===== config.mk =====
export PLATFORM = sky130hd
export DESIGN_NAME = cdp_config_bank
export DESIGN_NICKNAME = d
export VERILOG_FILES = /design/src/cdp_pkg.sv /design/src/cdp_config_bank.sv
export SDC_FILE = /design/constraint.sdc
export NUM_CORES = 1
export LEC_CHECK = 0
export BUFFER_PORTS_ARGS = -buffer_cell sky130_fd_sc_hd__clkbuf_2
export CELL_PAD_IN_SITES_DETAIL_PLACEMENT = 1
export CELL_PAD_IN_SITES_GLOBAL_PLACEMENT = 2
export CORE_ASPECT_RATIO = 0.5
export CORE_MARGIN = 10
export CORE_UTILIZATION = 34
export DETAILED_ROUTE_END_ITERATION = 10
export PLACE_DENSITY_LB_ADDON = 0.2
export SYNTH_ARGS = -nofsm -noshare
export SYNTH_HDL_FRONTEND = slang
export SYNTH_SLANG_ARGS = --single-unit

===== constraint.sdc =====
create_clock -name ref_clk -period 1.8 [get_ports ref_clk]
set_input_delay 0.27 -clock ref_clk [delete_from_list [all_inputs] [get_ports ref_clk]]
set_output_delay 0.27 -clock ref_clk [all_outputs]
set_load 0.02 [all_outputs]

===== src/cdp_pkg.sv =====
// Package: offsets, fields and reset values of the coherent configuration structures
package cdp_pkg;
	localparam logic [11:0] TL_HDR_OFS = 12'h100;
	localparam logic [11:0] TL_HDR1_OFS = 12'h104;
	localparam logic [11:0] TL_CTRL_OFS = 12'h108;
	localparam logic [11:0] PL_HDR_OFS = 12'h140;
	localparam logic [11:0] PL_HDR1_OFS = 12'h144;
	localparam logic [11:0] PL_HDR2_OFS = 12'h148;
	localparam logic [11:0] PL_PTR_OFS = 12'h14c;
	localparam logic [11:0] CAP_BASE_OFS = 12'h160;
	localparam logic [11:0] CAP_COMMON_OFS = 12'h160;
	localparam logic [11:0] STAT_RO_OFS = 12'h164;
	localparam logic [11:0] CAP_CHIP_OFS = 12'h168;
	localparam logic [11:0] CTRL_BASE_OFS = 12'h180;
	localparam logic [11:0] CTRL_PORT_OFS = 12'h180;
	localparam logic [11:0] STAT_RW_OFS = 12'h184;
	localparam logic [11:0] CTRL_COMMON_OFS = 12'h188;
	localparam logic [11:0] CTRL_SAM_OFS = 12'h18c;
	localparam logic [11:0] AGENT0_HDR_OFS = 12'h100;
	localparam logic [11:0] AGENT0_HDR1_OFS = 12'h104;
	localparam logic [11:0] AGENT1_HDR_OFS = 12'h110;
	localparam logic [11:0] AGENT1_HDR1_OFS = 12'h114;
	localparam logic [11:0] NEXT_NONE = 12'h000;
	localparam logic [15:0] EXT_CAP_ID = 16'h0023;
	localparam logic [3:0] CAP_VERSION = 4'h1;
	localparam logic [3:0] STRUCT_REVISION = 4'h1;
	localparam logic [15:0] PL_COMPONENT_ID = 16'h0002;
	localparam logic [15:0] TL_COMPONENT_ID = 16'h0001;
	localparam logic [15:0] AGENT_COMPONENT_ID = 16'h0003;
	localparam logic [11:0] TL_LENGTH = 12'h00c;
	localparam logic [11:0] PL_LENGTH = 12'h050;
	localparam logic [11:0] AGENT_LENGTH = 12'h008;
	localparam int CAP_ID_LSB = 0;
	localparam int VER_LSB = 16;
	localparam int NEXT_LSB = 20;
	localparam int REV_LSB = 16;
	localparam int LEN_LSB = 20;
	localparam int CTRL_PTR_LSB = 16;
	localparam int PRIMARY_CAP_BIT = 0;
	localparam int PORT_CNT_LSB = 4;
	localparam int PRIMARY_EN_BIT = 0;
	localparam int ERR_EVT_BIT = 0;
	localparam int FLR_EVT_BIT = 1;
	localparam logic [31:0] CTRL_RESET = 32'h0000_0000;
	localparam logic [31:0] SAM_RESET = 32'h0000_0000;
	localparam logic [31:0] TL_CTRL_RESET = 32'h0000_0000;
endpackage


===== src/cdp_config_bank.sv =====
// Configuration structure register bank of one coherency-capable port, on APB
//
// The register offsets and the APB slave port are this design's own decisions.
`timescale 1ns/1ps
module cdp_config_bank #(
	parameter logic [15:0] CONSORTIUM_ID = 16'h1e2c, // Arbitrary value
	parameter logic PRIMARY_CAPABLE = 1'b1,
	parameter logic [3:0] PORT_COUNT = 4'h1,
	parameter logic IS_BRIDGE_OR_COLLECTOR = 1'b0,
	parameter int FUNC_BITS = 8,
	parameter logic [7:0] AGENT_FUNC = 8'h01
) (
	input wire logic ref_clk,
	input wire logic resetn,
	input wire logic psel,
	input wire logic penable,
	input wire logic pwrite,
	input wire logic [19:0] paddr,
	input wire logic [31:0] pwdata,
	input wire logic [3:0] pstrb,
	input wire logic vfAccess,
	input wire logic flrReq,
	input wire logic linkErrEvt,
	input wire logic [7:0] linkStatus,
	output logic [31:0] prdata,
	output logic pready,
	output logic pslverr,
	output logic primaryEnable,
	output logic [31:0] portControl,
	output logic [31:0] systemAddressMapBase
);

	logic preadyQ;
	logic pslverrQ;
	logic [31:0] prdataQ;
	logic [31:0] tlCtrlQ;
	logic [31:0] portCtrlQ;
	logic [31:0] commonCtrlQ;
	logic [31:0] samBaseQ;
	logic [1:0] rwStatusQ;
	logic [31:0] rdData;
	logic rdHit;
	logic rwHit;
	logic [FUNC_BITS-1:0] funcNum;
	logic [11:0] cfgOfs;
	logic isFunc0;
	logic isAgentFunc;
	logic access;
	logic doWrite;
	logic [31:0] byteMask;

	assign funcNum = paddr[12+FUNC_BITS-1:12];
	assign cfgOfs = paddr[11:0];
	assign isFunc0 = (funcNum == '0) && !vfAccess && !IS_BRIDGE_OR_COLLECTOR;
	// only function AGENT_FUNC, which may be any of 1 to 255, holds agents; function 0 decodes first
	assign isAgentFunc = (funcNum == AGENT_FUNC[FUNC_BITS-1:0]) && !vfAccess && !IS_BRIDGE_OR_COLLECTOR;
	assign access = psel && penable && !preadyQ;
	assign doWrite = psel && penable && preadyQ && pwrite && !pslverrQ;
	assign byteMask = {{8{pstrb[3]}}, {8{pstrb[2]}}, {8{pstrb[1]}}, {8{pstrb[0]}}};

	// one field kind per dword
	// Read decode; headers are constants so the host sees fixed identity
	always_comb begin
		rdData = 32'h0000_0000;
		rdHit = 1'b0;
		rwHit = 1'b0;
		if (isFunc0) begin
			case (cfgOfs)
				// transport header; links to protocol header; version
				cdp_pkg::TL_HDR_OFS: begin
					rdData = {cdp_pkg::PL_HDR_OFS, cdp_pkg::CAP_VERSION, cdp_pkg::EXT_CAP_ID};
					rdHit = 1'b1;
				end
				cdp_pkg::TL_HDR1_OFS: begin
					rdData = {cdp_pkg::TL_LENGTH, cdp_pkg::STRUCT_REVISION, CONSORTIUM_ID};
					rdHit = 1'b1;
				end
				cdp_pkg::TL_CTRL_OFS: begin
					rdData = tlCtrlQ;
					rdHit = 1'b1;
					rwHit = 1'b1;
				end
				cdp_pkg::PL_HDR_OFS: begin
					rdData = {cdp_pkg::NEXT_NONE, cdp_pkg::CAP_VERSION, cdp_pkg::EXT_CAP_ID};
					rdHit = 1'b1;
				end
				cdp_pkg::PL_HDR1_OFS: begin
					rdData = {cdp_pkg::PL_LENGTH, cdp_pkg::STRUCT_REVISION, CONSORTIUM_ID};
					rdHit = 1'b1;
				end
				cdp_pkg::PL_HDR2_OFS: begin
					rdData = {16'h0000, cdp_pkg::PL_COMPONENT_ID};
					rdHit = 1'b1;
				end
				// separate region offsets; absolute in config space
				cdp_pkg::PL_PTR_OFS: begin
					rdData = {4'h0, cdp_pkg::CTRL_BASE_OFS, 4'h0, cdp_pkg::CAP_BASE_OFS};
					rdHit = 1'b1;
				end
				cdp_pkg::CAP_COMMON_OFS: begin
					rdData = {24'h00_0000, PORT_COUNT, 3'h0, PRIMARY_CAPABLE};
					rdHit = 1'b1;
				end
				cdp_pkg::STAT_RO_OFS: begin
					rdData = {24'h00_0000, linkStatus};
					rdHit = 1'b1;
				end
				// chip-level capability only on primary-capable port
				cdp_pkg::CAP_CHIP_OFS: begin
					rdData = {31'h0000_0000, PRIMARY_CAPABLE};
					rdHit = PRIMARY_CAPABLE;
				end
				cdp_pkg::CTRL_PORT_OFS: begin
					rdData = portCtrlQ;
					rdHit = 1'b1;
					rwHit = 1'b1;
				end
				cdp_pkg::STAT_RW_OFS: begin
					rdData = {30'h0000_0000, rwStatusQ};
					rdHit = 1'b1;
					rwHit = 1'b1;
				end
				cdp_pkg::CTRL_COMMON_OFS: begin
					rdData = commonCtrlQ;
					rdHit = PRIMARY_CAPABLE;
					rwHit = PRIMARY_CAPABLE;
				end
				cdp_pkg::CTRL_SAM_OFS: begin
					rdData = samBaseQ;
					rdHit = PRIMARY_CAPABLE;
					rwHit = PRIMARY_CAPABLE;
				end
				default: begin
					rdData = 32'h0000_0000;
				end
			endcase
		end else if (isAgentFunc) begin
			case (cfgOfs)
				// two agent structures in one function
				cdp_pkg::AGENT0_HDR_OFS: begin
					rdData = {cdp_pkg::AGENT1_HDR_OFS, cdp_pkg::CAP_VERSION, cdp_pkg::EXT_CAP_ID};
					rdHit = 1'b1;
				end
				cdp_pkg::AGENT0_HDR1_OFS,
				cdp_pkg::AGENT1_HDR1_OFS: begin
					rdData = {cdp_pkg::AGENT_LENGTH, cdp_pkg::STRUCT_REVISION, CONSORTIUM_ID};
					rdHit = 1'b1;
				end
				cdp_pkg::AGENT1_HDR_OFS: begin
					rdData = {cdp_pkg::NEXT_NONE, cdp_pkg::CAP_VERSION, cdp_pkg::EXT_CAP_ID};
					rdHit = 1'b1;
				end
				default: begin
					rdData = 32'h0000_0000;
				end
			endcase
		end
	end

	// Answer one cycle into the access phase; errors for unmapped or read-only writes
	always_ff @(posedge ref_clk or negedge resetn) begin
		if (!resetn) begin
			preadyQ <= 1'b0;
			pslverrQ <= 1'b0;
			prdataQ <= 32'h0000_0000;
		end else if (access) begin
			preadyQ <= 1'b1;
			pslverrQ <= !rdHit || (pwrite && !rwHit);
			prdataQ <= pwrite ? 32'h0000_0000 : rdData;
		end else begin
			preadyQ <= 1'b0;
			pslverrQ <= 1'b0;
		end
	end

	// no FLR term: contents survive a function level reset
	always_ff @(posedge ref_clk or negedge resetn) begin
		if (!resetn) begin
			tlCtrlQ <= cdp_pkg::TL_CTRL_RESET;
		end else if (doWrite && isFunc0 && cfgOfs == cdp_pkg::TL_CTRL_OFS) begin
			tlCtrlQ <= (tlCtrlQ & ~byteMask) | (pwdata & byteMask);
		end
	end

	// software's primary choice steers chip-level logic
	always_ff @(posedge ref_clk or negedge resetn) begin
		if (!resetn) begin
			portCtrlQ <= cdp_pkg::CTRL_RESET;
		end else if (doWrite && isFunc0 && cfgOfs == cdp_pkg::CTRL_PORT_OFS) begin
			portCtrlQ <= (portCtrlQ & ~byteMask) | (pwdata & byteMask);
		end
	end

	always_ff @(posedge ref_clk or negedge resetn) begin
		if (!resetn) begin
			commonCtrlQ <= cdp_pkg::CTRL_RESET;
			samBaseQ <= cdp_pkg::SAM_RESET;
		end else if (doWrite && isFunc0 && PRIMARY_CAPABLE) begin
			if (cfgOfs == cdp_pkg::CTRL_COMMON_OFS) begin
				commonCtrlQ <= (commonCtrlQ & ~byteMask) | (pwdata & byteMask);
			end
			if (cfgOfs == cdp_pkg::CTRL_SAM_OFS) begin
				samBaseQ <= (samBaseQ & ~byteMask) | (pwdata & byteMask);
			end
		end
	end

	// write-one-to-clear status; a new event wins over the clear
	always_ff @(posedge ref_clk or negedge resetn) begin
		if (!resetn) begin
			rwStatusQ <= 2'b00;
		end else begin
			for (int i = 0; i < 2; i++) begin
				if ((i == cdp_pkg::ERR_EVT_BIT && linkErrEvt) || (i == cdp_pkg::FLR_EVT_BIT && flrReq)) begin
					rwStatusQ[i] <= 1'b1;
				end else if (doWrite && isFunc0 && cfgOfs == cdp_pkg::STAT_RW_OFS && pstrb[0] && pwdata[i]) begin
					rwStatusQ[i] <= 1'b0;
				end
			end
		end
	end

	// primaryEnable and systemAddressMapBase act only when this port is primary-capable and enabled; portControl always copies the port control dword
	always_ff @(posedge ref_clk or negedge resetn) begin
		if (!resetn) begin
			primaryEnable <= 1'b0;
			portControl <= cdp_pkg::CTRL_RESET;
			systemAddressMapBase <= cdp_pkg::SAM_RESET;
		end else begin
			primaryEnable <= PRIMARY_CAPABLE && portCtrlQ[cdp_pkg::PRIMARY_EN_BIT];
			portControl <= portCtrlQ;
			systemAddressMapBase <= (PRIMARY_CAPABLE && portCtrlQ[cdp_pkg::PRIMARY_EN_BIT]) ? samBaseQ : 32'h0000_0000;
		end
	end

	assign prdata = prdataQ;
	assign pready = preadyQ;
	assign pslverr = pslverrQ;

	property p_version_one;
		@(posedge ref_clk) disable iff (!resetn)
		(pready && !pwrite && !pslverr && $past(isFunc0) && $past(cfgOfs) == cdp_pkg::PL_HDR_OFS)
			|-> prdata[19:16] == 4'h1;
	endproperty
	a_version_one: assert property (p_version_one) else $error("Version field not 1h");

	property p_rev_vendor;
		@(posedge ref_clk) disable iff (!resetn)
		(pready && !pwrite && $past(isFunc0) && $past(cfgOfs) == cdp_pkg::PL_HDR1_OFS)
			|-> (prdata[19:16] == 4'h1 && prdata[15:0] == CONSORTIUM_ID);
	endproperty
	a_rev_vendor: assert property (p_rev_vendor) else $error("Revision or vendor field wrong");

	property p_vf_empty;
		@(posedge ref_clk) disable iff (!resetn)
		(access && vfAccess) |=> (pready && pslverr && prdata == 32'h0000_0000);
	endproperty
	a_vf_empty: assert property (p_vf_empty) else $error("Virtual function exposes a structure");

	property p_tl_only_f0;
		@(posedge ref_clk) disable iff (!resetn)
		(access && funcNum != '0 && !isAgentFunc) |=> pslverr;
	endproperty
	a_tl_only_f0: assert property (p_tl_only_f0) else $error("Structure answered outside function 0");

	property p_flr_keeps;
		@(posedge ref_clk) disable iff (!resetn)
		(flrReq && !doWrite) |=> (portCtrlQ == $past(portCtrlQ) && samBaseQ == $past(samBaseQ));
	endproperty
	a_flr_keeps: assert property (p_flr_keeps) else $error("Function level reset altered state");

	property p_set_wins;
		@(posedge ref_clk) disable iff (!resetn)
		linkErrEvt |=> rwStatusQ[cdp_pkg::ERR_EVT_BIT];
	endproperty
	a_set_wins: assert property (p_set_wins) else $error("Error event lost");

	property p_answer_time;
		@(posedge ref_clk) disable iff (!resetn)
		(psel && !penable) ##1 (psel && penable) |=> pready;
	endproperty
	a_answer_time: assert property (p_answer_time) else $error("Slave answer late");

	property p_primary_gate;
		@(posedge ref_clk) disable iff (!resetn)
		$rose(portCtrlQ[cdp_pkg::PRIMARY_EN_BIT]) |=> (primaryEnable == PRIMARY_CAPABLE)[*2];
	endproperty
	a_primary_gate: assert property (p_primary_gate) else $error("Primary enable wrong");

	property p_ptr_abs;
		@(posedge ref_clk) disable iff (!resetn)
		(pready && !pwrite && $past(isFunc0) && $past(cfgOfs) == cdp_pkg::TL_HDR_OFS)
			|-> prdata[31:20] == cdp_pkg::PL_HDR_OFS;
	endproperty
	a_ptr_abs: assert property (p_ptr_abs) else $error("Next pointer not to protocol header");

	property p_ro_write_err;
		@(posedge ref_clk) disable iff (!resetn)
		(access && pwrite && isFunc0 && (cfgOfs == cdp_pkg::CAP_COMMON_OFS || cfgOfs == cdp_pkg::STAT_RO_OFS))
			|=> (pready && pslverr);
	endproperty
	a_ro_write_err: assert property (p_ro_write_err) else $error("Read-only dword accepted a write");

	property p_rw1c_clear;
		@(posedge ref_clk) disable iff (!resetn)
		(doWrite && isFunc0 && cfgOfs == cdp_pkg::STAT_RW_OFS && pstrb[0] && pwdata[cdp_pkg::ERR_EVT_BIT] && !linkErrEvt)
			|=> !rwStatusQ[cdp_pkg::ERR_EVT_BIT];
	endproperty
	a_rw1c_clear: assert property (p_rw1c_clear) else $error("Write one did not clear status");

	property p_flr_keeps_tl;
		@(posedge ref_clk) disable iff (!resetn)
		(flrReq && !doWrite) |=> (tlCtrlQ == $past(tlCtrlQ) && commonCtrlQ == $past(commonCtrlQ));
	endproperty
	a_flr_keeps_tl: assert property (p_flr_keeps_tl) else $error("Function level reset altered control");

endmodule


=== Word-level counts from Yosys, hierarchy flattened ===
Index checks and enable logic that the tools add are counted.

* $add $sub $neg: 0
* $mul: 0
* Div/mod/pow operators: 0
* $lt $le $gt $ge: 0
* Equality and inequality tests: 17
* Shift-type cells: 0
* Multiplexer cells: 18
* Bitwise gates (word level): 10
* Reductions and logical operators: 30

{| class="wikitable"
|+ Operators by type and width
! kind !! count
|-
| $pmux 32 s14 || 1
|-
| $eq 12x9->1 const B || 16
|-
| $and 32x32->32 || 5
|-
| $or 32x32->32 || 4
|-
| $mux 32 || 3
|-
| $pmux 29 s3 || 1
|-
| $not 32->32 || 1
|-
| $mux 29 || 1
|-
| $logic_and 1x1->1 || 15
|-
| $reduce_or 14->1 || 1
|-
| $mux 1 || 12
|-
| $eq 8x1->1 const B || 1
|-
| $logic_not 8->1 || 1
|-
| $logic_not 1->1 || 5
|-
| $reduce_or 5->1 || 1
|-
| $reduce_and 2->1 || 2
|-
| $reduce_bool 2->1 || 2
|-
| $reduce_or 4->1 || 1
|-
| $reduce_or 2->1 || 1
|-
| $logic_or 1x1->1 || 1
|}

* Register bits: 229
* Bits in latches: 0
* RAM bits: 0
* ROM bits: 0
* Input port bits: 72
* Output and inout port bits: 99
* Logic and storage cells: 87
* Memories kept: 0

=== Depth between registers and ports, before layout ===
Gate-level depths: netlist of run 1.

* Depth after elaboration: 10
* Gate-level depth with buffers: 8
* Depth with buffers taken out: 5

=== Worst setup path before layout of run 1 ===
No wires, ideal clock.

* Kind: input -> register
* Start point: in paddr[16]
* End point: reg (tool-made name)
* Library setup time: 128 ps
* Arrival: 2178 ps
* Data required time: 1672 ps
* Setup slack: -505 ps
* Stages on the path: 6
* Path buffers: 1
* Cell sequence: or4_4 or3_1 buf_6 nor3_4 nand2_4 mux2_1

{| class="wikitable"
|+ RTL lines
! what !! RTL line !! RTL
|-
| start, declared || cdp_config_bank.sv:18 || <nowiki>input wire logic [19:0] paddr,</nowiki>
|}

==> results of run 1 <==
## metal layers
layer,wire (µm),vias to the layer above,share of wire [%],GRT usage (%)
met4,458,0,1.5,3.10
li1,-,3159,-,-
met2,15200,124,49,29.4
met3,1100,26,3.5,2.89
met5,0,-,0,0
met1,14200,3620,46,23.2
## per-stage QoR
stage / utilization [%] / hold slack (ps) / power (mW) / cells / TNS [ps]
after detailed placement: 42.4 / 221 / 5.77 / 1343 / -95230
after global placement: 42.4 / 224 / 5.77 / 1343 / -93510
after CTS: 45.5 / 5.69 / 10.5 / 1388 / -409
final: 46.0 / 24.6 / 10.4 / 1389 / -2080
after global routing: 46.0 / 17.9 / 10.8 / 1389 / -3420
after floorplan: - / -25.6 / 5.36 / 722 / -63260
## power groups by stage
stage / combinational, mW / sequential (mW) / clock, mW
6_report: 0.550 / 5.13 / 4.72
5_1_grt: 0.603 / 5.12 / 5.08
4_1_cts: 0.557 / 5.13 / 4.86
3_5_place_dp: 0.547 / 5.22 / 0
3_3_place_gp: 0.543 / 5.22 / 0
2_1_floorplan: 0.132 / 5.23 / 0
## final cells by class
type | count | area (µm²)
tap | 382 | 478
clock buffer | 31 | 654
timing repair buffer | 282 | 1890
fill | 2916 | 14900
clock inverter | 8 | 82.6
sequential | 228 | 5710
multi-input combinational | 451 | 3870
inverter | 7 | 26.3
## critical path, cell delays in order
cell and delay, ps:
clkbuf_2 80, or4_4 530, or3_1 370, buf_6 170
nor3_4 230, buf_12 190, nand2_8 90, mux2_4 300
## cells in the mapped netlist (3+ instances only)
cell / number / area share [%]
a21o_1: 4 / 0.32
buf_2: 5 / 0.26
a221oi_1: 4 / 0.37
nor2_1: 28 / 1.1
inv_1: 7 / 0.28
nor3_1: 5 / 0.26
mux2_2: 122 / 14
mux2_4: 3 / 0.47
mux2_1: 9 / 1.1
nand4_1: 4 / 0.26
o22ai_1: 4 / 0.26
a21oi_1: 21 / 1.1
nand3_1: 5 / 0.26
nand2_1: 36 / 1.4
mux2i_1: 17 / 1.8
or2_2: 3 / 0.20
o21ai_0: 34 / 1.8
nor3_4: 4 / 0.68
clkbuf_1: 23 / 0.91
nor3_2: 4 / 0.42
buf_1: 4 / 0.16
buf_6: 3 / 0.36
nor4b_1: 3 / 0.28
a2111oi_0: 3 / 0.28
or3_1: 3 / 0.20
nand2_4: 4 / 0.47
dfrtp_1: 228 / 60
nor4_1: 3 / 0.20
a22oi_1: 21 / 1.7
a211oi_1: 8 / 0.63
nand2_2: 8 / 0.53
or4_1: 3 / 0.24
a22o_1: 21 / 1.9
and2_1: 38 / 2.5
## kinds of logic (layout without fill, tap and decap cells)
group | after synthesis | after routing | share of synthesized area, %
and+or+nand+nor | 164 | 164 | 10.2
AOI/OAI and AO/OA | 135 | 135 | 9.68
buffers and inverters | 43 | 328 | 2.04
muxes | 152 | 152 | 18.0
DFF | 228 | 228 | 60.0
## worst paths after layout
check	end	slack (ps)
worst min-delay path	flip-flop	20
worst max-delay path	flip-flop	-60
worst min register to register	portControl[22]	400
max in group asynchronous	portControl[13]	900
worst max register to register	flip-flop	100
min in group asynchronous	async pin	270
## timing repair
item / CTS / global route
pin swaps: 2 / 6
cloned: 0 / 0
resized for setup: 16 / 24
hold buffers: 3 / 0
buffers inserted: 3 / 1
setup endpoints to repair: 145 / 152
hold endpoints to repair: 42 / 0
==> flow_metrics.tcl, run 1 <==
set metrics [dict create \
    ys.flop_type "dfrtp_1" \
    area_growth_pct 33.7 \
    violations "negative setup slack" \
    outcome "finished with violations" \
    ir_drop_uv 698 \
    finalHoldViolations 0 \
    cts_buffer_depth 3 \
    ys_seq_area_share_pct 60.0 \
    min_from "pwdata[29]" \
    io_buffers 170 \
    insertion_delay_ps 530 \
    placement_rows 43 \
    num-nets-final 1064 \
    path_max_fanout 8 \
    startpoint_type "input port" \
    route.vias.total 6929 \
    internal_power_mw 8.01 \
    drtPass1Iterations 5 \
    worst_pin_slew_ps 714 \
    p_clk_share_pct 45.4 \
    antenna_found_initial 0 \
    switching_share_pct 22.9 \
    via_per_inst 4.99 \
    track_usage_pct 17.3 \
    layout_common_cells "dfrtp_1, clkbuf_2, mux2_2" \
    drt_iter0_drc 379 \
    worstHoldPathCells 2 \
    cap_viol_max_count 0 \
    power.leakage_nw 6.55 \
    layout-drive-gt1-share_pct 48.8 \
    cts_buffers 22 \
    clockRootBuffer "clkbuf_16" \
    final_cell_area_um2 12700 \
    die_area_um2 35400 \
    gr-total-overflow 0 \
    max_slew_margin_pct 52.4 \
    finClkSkew_ps 19.7 \
    grt_pass1_vias 7810 \
    synth_seq_cells 228 \
    synth_warnings 0 \
    post_dp_cell_area_um2 11700 \
    start_util_pct 34.4 \
    final.setup.worst_slack_ps -61.9 \
    core_area_um2 27600 \
    clkTransAtPathRegs_ps 60 \
    hp-class "in2reg" \
    wl_per_cell_um 22.3 \
    syn_avg_cell_area_um2 13.2 \
    pwr_density_cell_nw_per_um2 818 \
    synth_enable_flop_cells 0 \
    wl_mm 31.0 \
    synthCells 722 \
    die_y_um 138 \
    worstRegToRegCells 6 \
    ant_nets 0 \
    worstSetupPathType "in2reg" \
    cts.sinks 228 \
    diodes 0 \
    layout_commonest_cell "dfrtp_1" \
    grt_max_degree 48 \
    drc 0 \
    grt_pass1_wl_mm 48.5 \
    hpwl_mm 22.6 \
    fin_crit_sh_pct 103 \
    cp-end-kind "flip-flop" \
    synthArstFlopShare_pct 100 \
    crit_start "paddr[16]" \
    place.gp.congestion 0.818 \
    r2r_start "pready" \
    setup_viol 59 \
    p_comb_share_pct 5.3 \
    pre_cts_ws_ps -673 \
    fp.dieW_um 256 \
    synth_cell_type_count 56 \
    crit_required_ps 2190 \
    p_switching_mw 2.38 \
    cts_tree "yes" \
    fmax_mhz 537 \
    final-max-slew-violation-count 0 \
    syn_area_um2 9500 \
    min_period_ps 1860 \
    synth_nets 794 \
    htreeDepth 1 \
    power.share.sequential_pct 49.3 \
    ios 171 \
    arrival_ps 2260 \
    rsz0062_at_grt "true" \
]
(Power assumes the default switching activity.)
==> run 2: changes to the inputs <==
- BUFFER_PORTS_ARGS: -buffer_cell sky130_fd_sc_hd__clkbuf_2 -> -buffer_cell sky130_fd_sc_hd__buf_2
==> flow_metrics.tcl, run 2 (synthesized netlist as in run 1, its figures left out) <==
set metrics [dict create \
    outcome "finished with violations" \
    violations "negative setup slack" \
    wl_mm 31.3 \
    antenna_found_initial 1 \
    area_growth_pct 33.7 \
    finClkSkew_ps 12.0 \
    cp-end-kind "flip-flop" \
    ios 171 \
    via_per_inst 4.96 \
    crit_required_ps 2210 \
    pre_cts_ws_ps -703 \
    cts.sinks 228 \
    finalHoldViolations 0 \
    die_area_um2 35400 \
    fin_util_pct 46.0 \
    cts_buffers 22 \
    ant_nets 0 \
    final-max-slew-violation-count 0 \
    route.vias.total 6904 \
    r2r_start "pready" \
    rsz0062_at_grt "true" \
    drtPass1Iterations 4 \
    clockRootBuffer "clkbuf_16" \
    wl_per_cell_um 22.5 \
    core_area_um2 27600 \
    path_max_fanout 8 \
    startpoint_type "input port" \
    clkTransAtPathRegs_ps 70 \
    insertion_delay_ps 520 \
    fmax_mhz 537 \
    drt_iter0_drc 380 \
    pwr_density_cell_nw_per_um2 805 \
    placement_rows 43 \
    hp-class "in2reg" \
    setup_viol 53 \
    layout-drive-gt1-share_pct 48.9 \
    grt_pass1_wl_mm 48.8 \
    power_mw 10.2 \
    min_period_ps 1860 \
    cts_buffer_depth 3 \
    htreeDepth 1 \
    arrival_ps 2270 \
    max_slew_margin_pct 51.8 \
    gr-total-overflow 0 \
    io_buffers 170 \
    layout_commonest_cell "dfrtp_1" \
    start_util_pct 34.4 \
    num-nets-final 1066 \
    final.setup.worst_slack_ps -62.7 \
    die_y_um 138 \
    worstSetupPathType "in2reg" \
    crit_start "paddr[17]" \
    min_from "pwdata[9]" \
    setup_tns_ps -1370 \
    power.leakage_nw 6.59 \
    cap_viol_max_count 0 \
    layout_common_cells "dfrtp_1, buf_2, mux2_2" \
    fp.dieW_um 256 \
    worst_pin_slew_ps 722 \
    cts_tree "yes" \
    grt_max_degree 51 \
    grt_pass1_vias 7812 \
    ir_drop_uv 515 \
    whs_ps 26.4 \
    fin_crit_sh_pct 103 \
    place.gp.congestion 0.836 \
    hpwl_mm 22.7 \
    drc 0 \
    track_usage_pct 17.4 \
]
==> run 2: cell types whose count changed in the layout (fill, tap and decap cells not counted), sizes merged <==
cell	previous run	this run
buf	110	281
bufinv	1	0
clkbuf	200	33
clkinv	6	3
diode	0	1
inv	7	8
==> run 2: power by group <==
part,switching [mW],internal [mW],total [mW],leakage [nW]
Sequential,0.00166,5.12,5.13,3.18
Clock,2.04,2.52,4.56,0.336
Combinational,0.348,0.199,0.548,3.08
Total,2.39,7.84,10.2,6.59
==> run 2: cell type report <==
type	instances	area, µm²
Tap cell	382	478
Fill cell	2915	14900
Clock buffer	33	653
Clock inverter	5	35.0
Sequential cell	228	5710
Timing Repair Buffer	284	1920
Antenna cell	1	2.50
Multi-Input combinational cell	451	3880
Inverter	7	26.3
==> run 2: worst paths after layout <==
check	to	slack, ps	cells past startpoint
setup / recovery	flip-flop	-60	7
hold / removal	flip-flop	30	2
setup reg to reg	flip-flop	60	6
hold reg to reg	portControl[1]	390	0
max in group asynchronous	async pin	920	3
min in group asynchronous	systemAddressMapBase[1]	280	2
==> run 2: per-stage QoR <==
stage                     cells  instance area, µm²
after floorplan             722                9610
after global placement     1341               11700
after CTS                  1387               12600
after global routing       1390               12700
final                      1391               12700
after detailed placement   1341               11700
==> run 2: metal layers <==
layer  share of wire (%)  GRT usage, %
met5                   0             0
met2                  49          29.5
met3                 4.0          2.96
met4                 1.3          2.79
met1                  45          23.4
==> run 2: worst max-delay path, stage by stage <==
cell and delay (ps):
buf_6 90, or4_4 530, or3_4 470, nor3_4 360, buf_6 170, nand2_8 80, mux2_4 300
==> run 2: repair_timing <==
item / in CTS / in global routing
endpoints found under the hold margin: 44 / 0
hold buffers: 3 / 0
setup buffers: 4 / 4
gates resized for setup: 31 / 24
cloned: 1 / 0
endpoints found under the setup margin: 157 / 160
pin swaps: 6 / 15
==> run 3: changes to the inputs <==
- ABC_AREA: unset -> 1
- CORE_UTILIZATION: 34 -> 32
- RECOVER_POWER: unset -> 50
==> flow_metrics.tcl, run 3 <==
set metrics [dict create \
    outcome "complete, no violations" \
    insertion_delay_ps 530 \
    cts.sinks 228 \
    die_y_um 145 \
    cap_viol_max_count 0 \
    post_dp_cell_area_um2 11700 \
    gr-total-overflow 0 \
    pwr_density_cell_nw_per_um2 824 \
    placement_rows 45 \
    grt_pass1_vias 8401 \
    yosys.area.top_type_share_pct 56.7 \
    min_period_ps 1620 \
    syn_area_um2 10100 \
    crit_required_ps 2260 \
    crit_start "pready" \
    cp.buffers_inverters 4 \
    arrival_ps 2080 \
    max_stage_delay_ps 400 \
    ant_nets 0 \
    fmax_mhz 619 \
    finalHoldViolations 0 \
    pre_cts_ws_ps -143 \
    setup_viol 0 \
    synthCells 1036 \
    layout-drive-gt1-share_pct 33.7 \
    synth_most_common_cell "nand2_1" \
    synth_nets 1108 \
    ys_seq_area_share_pct 56.7 \
    synthTopCellsByArea "dfrtp_1, nand2_1, o21ai_2, inv_1, a22o_1" \
    ios 171 \
    num-nets-final 1311 \
    fillers 3538 \
    grt_pass1_wl_mm 48.6 \
    dp.cells 1634 \
    synth_enable_flop_cells 0 \
    cts_buffer_depth 3 \
    die_area_um2 39400 \
    worstSetupPathType "reg2reg" \
    area_growth_pct 23.4 \
    path_common_cell "nor2_2" \
    grt_max_degree 60 \
    hpwl_mm 22.3 \
    synthTopCellsByCount "nand2_1, dfrtp_1, o21ai_2" \
    drt_iter0_drc 408 \
    htreeDepth 1 \
    whs_ps 45.1 \
    cp_top_family "simple AND/OR/NAND/NOR gates" \
    synth_seq_cells 228 \
    clkTransAtPathRegs_ps 70 \
    power.leakage_nw 6.80 \
    syn_avg_cell_area_um2 9.72 \
    final_cells 1677 \
    via_per_inst 4.56 \
    hp-class "in2reg" \
    place.gp.congestion 0.813 \
    fin_crit_sh_pct 89.8 \
    fin_util_pct 40.5 \
    layout_common_cells "nand2_1, dfrtp_1, buf_2" \
    wl_per_cell_um 18.2 \
    yosys.area.top_type "dfrtp_1" \
    io_buffers 170 \
    cts_buffers 23 \
    final_cell_area_um2 12400 \
    fp.dieW_um 271 \
    cp_slowest_cell "dfrtp_1" \
    synth_warnings 0 \
    path_max_fanout 10 \
    route.vias.total 7651 \
    max_slew_margin_pct 40.2 \
    ir_drop_uv 539 \
    core_area_um2 30700 \
    synthArstFlopShare_pct 100 \
    final.setup.worst_slack_ps 184 \
    cts_tree "yes" \
    start_util_pct 32.8 \
    min_from "pwrite" \
    drc 0 \
    startpoint_type "flip-flop" \
    cp-end-kind "flip-flop" \
    crit_chain "nor2_2 -> inv_2 -> nor2_1 -> inv_1 -> nor2_2 -> nand2_2 -> inv_4 -> buf_12 -> o21ai_0 -> nand2_1" \
    final-max-slew-violation-count 0 \
    track_usage_pct 15.4 \
    layout_commonest_cell "nand2_1" \
    worst_pin_slew_ps 897 \
    r2r_start "pready" \
    drtPass1Iterations 7 \
    diodes 0 \
    ys.flop_type "dfrtp_1" \
    ff2ff_setup_slack_ps 180 \
    post_cts_buffers 0 \
    clockRootBuffer "clkbuf_16" \
    finClkSkew_ps 16.3 \
    wl_mm 30.5 \
    antenna_found_initial 0 \
    rsz0062_at_grt "false" \
    synth_cell_type_count 29 \
]
[run 3: cell count changes in the layout (fill, tap and decap cells not counted), sizes merged, moves of 8 or more]
cell / delta
and2: -38
mux2i: -17
o21ai: +118
nand4: +10
inv: +99
clkbuf: +11
buf: -74
a211oi: -8
a21oi: -8
mux2: -134
nand2: +331
a22oi: -21
nand3: +26
[run 3: through the flow]
step	power (mW)	setup TNS, ps
floorplan	5.35	0
global placement	5.63	-898
detailed placement	5.64	-2770
CTS	10.4	0
global route	10.7	0
finish	10.2	0
[run 3: cell families (layout without fill, tap and decap cells)]
kind of cell / after synthesis / count (layout) / share of synthesized area (%)
flops: 228 / 228 / 56.7
buf+inv: 146 / 364 / 7.21
simple gates: 467 / 467 / 20.7
compound gates: 195 / 195 / 15.5
[run 3: repair_timing]
item                       CTS  global route
hold endpoints to repair    53             0
resized for setup            0             1
hold buffers                 3             0
setup endpoints to repair    0             3
[run 3: layout make-up]
class                   instances  area (µm²)  area share [%]
flip-flops and latches        228        5710            45.9
inverters                     106         402            3.23
well taps                     423         529            4.26
clock buffers                  36         664            5.35
clock inverters                 4        52.6           0.423
multi-input cells             662        3650            29.3
repair buffers                218        1430            11.5
[run 3: worst register-to-register path, delay by kind of cell, from the launching register on]
| kind | cells | cell delay, ps |
|---|---|---|
| flip-flops | 1 | 400 |
| buffers and inverters | 4 | 430 |
| AND/OR/NAND/NOR | 5 | 640 |
| AO/OA/AOI/OAI | 1 | 100 |
[run 3: report_power, final]
| part | total (mW) | internal (mW) | switching, mW |
|---|---|---|---|
| clock | 4.72 | 2.68 | 2.04 |
| sequential | 5.13 | 5.13 | 0.00264 |
| combinational | 0.390 | 0.100 | 0.290 |
[run 3: worst paths after layout]
path                                   end  depth (start not counted)
max in group asynchronous   portControl[3]                          3
min reg2reg                portControl[17]                          0
min                                pslverr                          3
min in group asynchronous  portControl[30]                          2
max                             prdata[29]                         10
max reg2reg                     prdata[29]                         10
[run 3: layer usage]
layer | routed length (µm) | vias up | part of all wire, % | track usage [%]
met5 | 0 | - | 0 | 0
met4 | 305 | 0 | 1.0 | 2.25
met3 | 1410 | 23 | 4.6 | 2.85
met2 | 15200 | 109 | 50 | 26.5
met1 | 13600 | 3795 | 45 | 20.2
li1 | - | 3724 | - | -
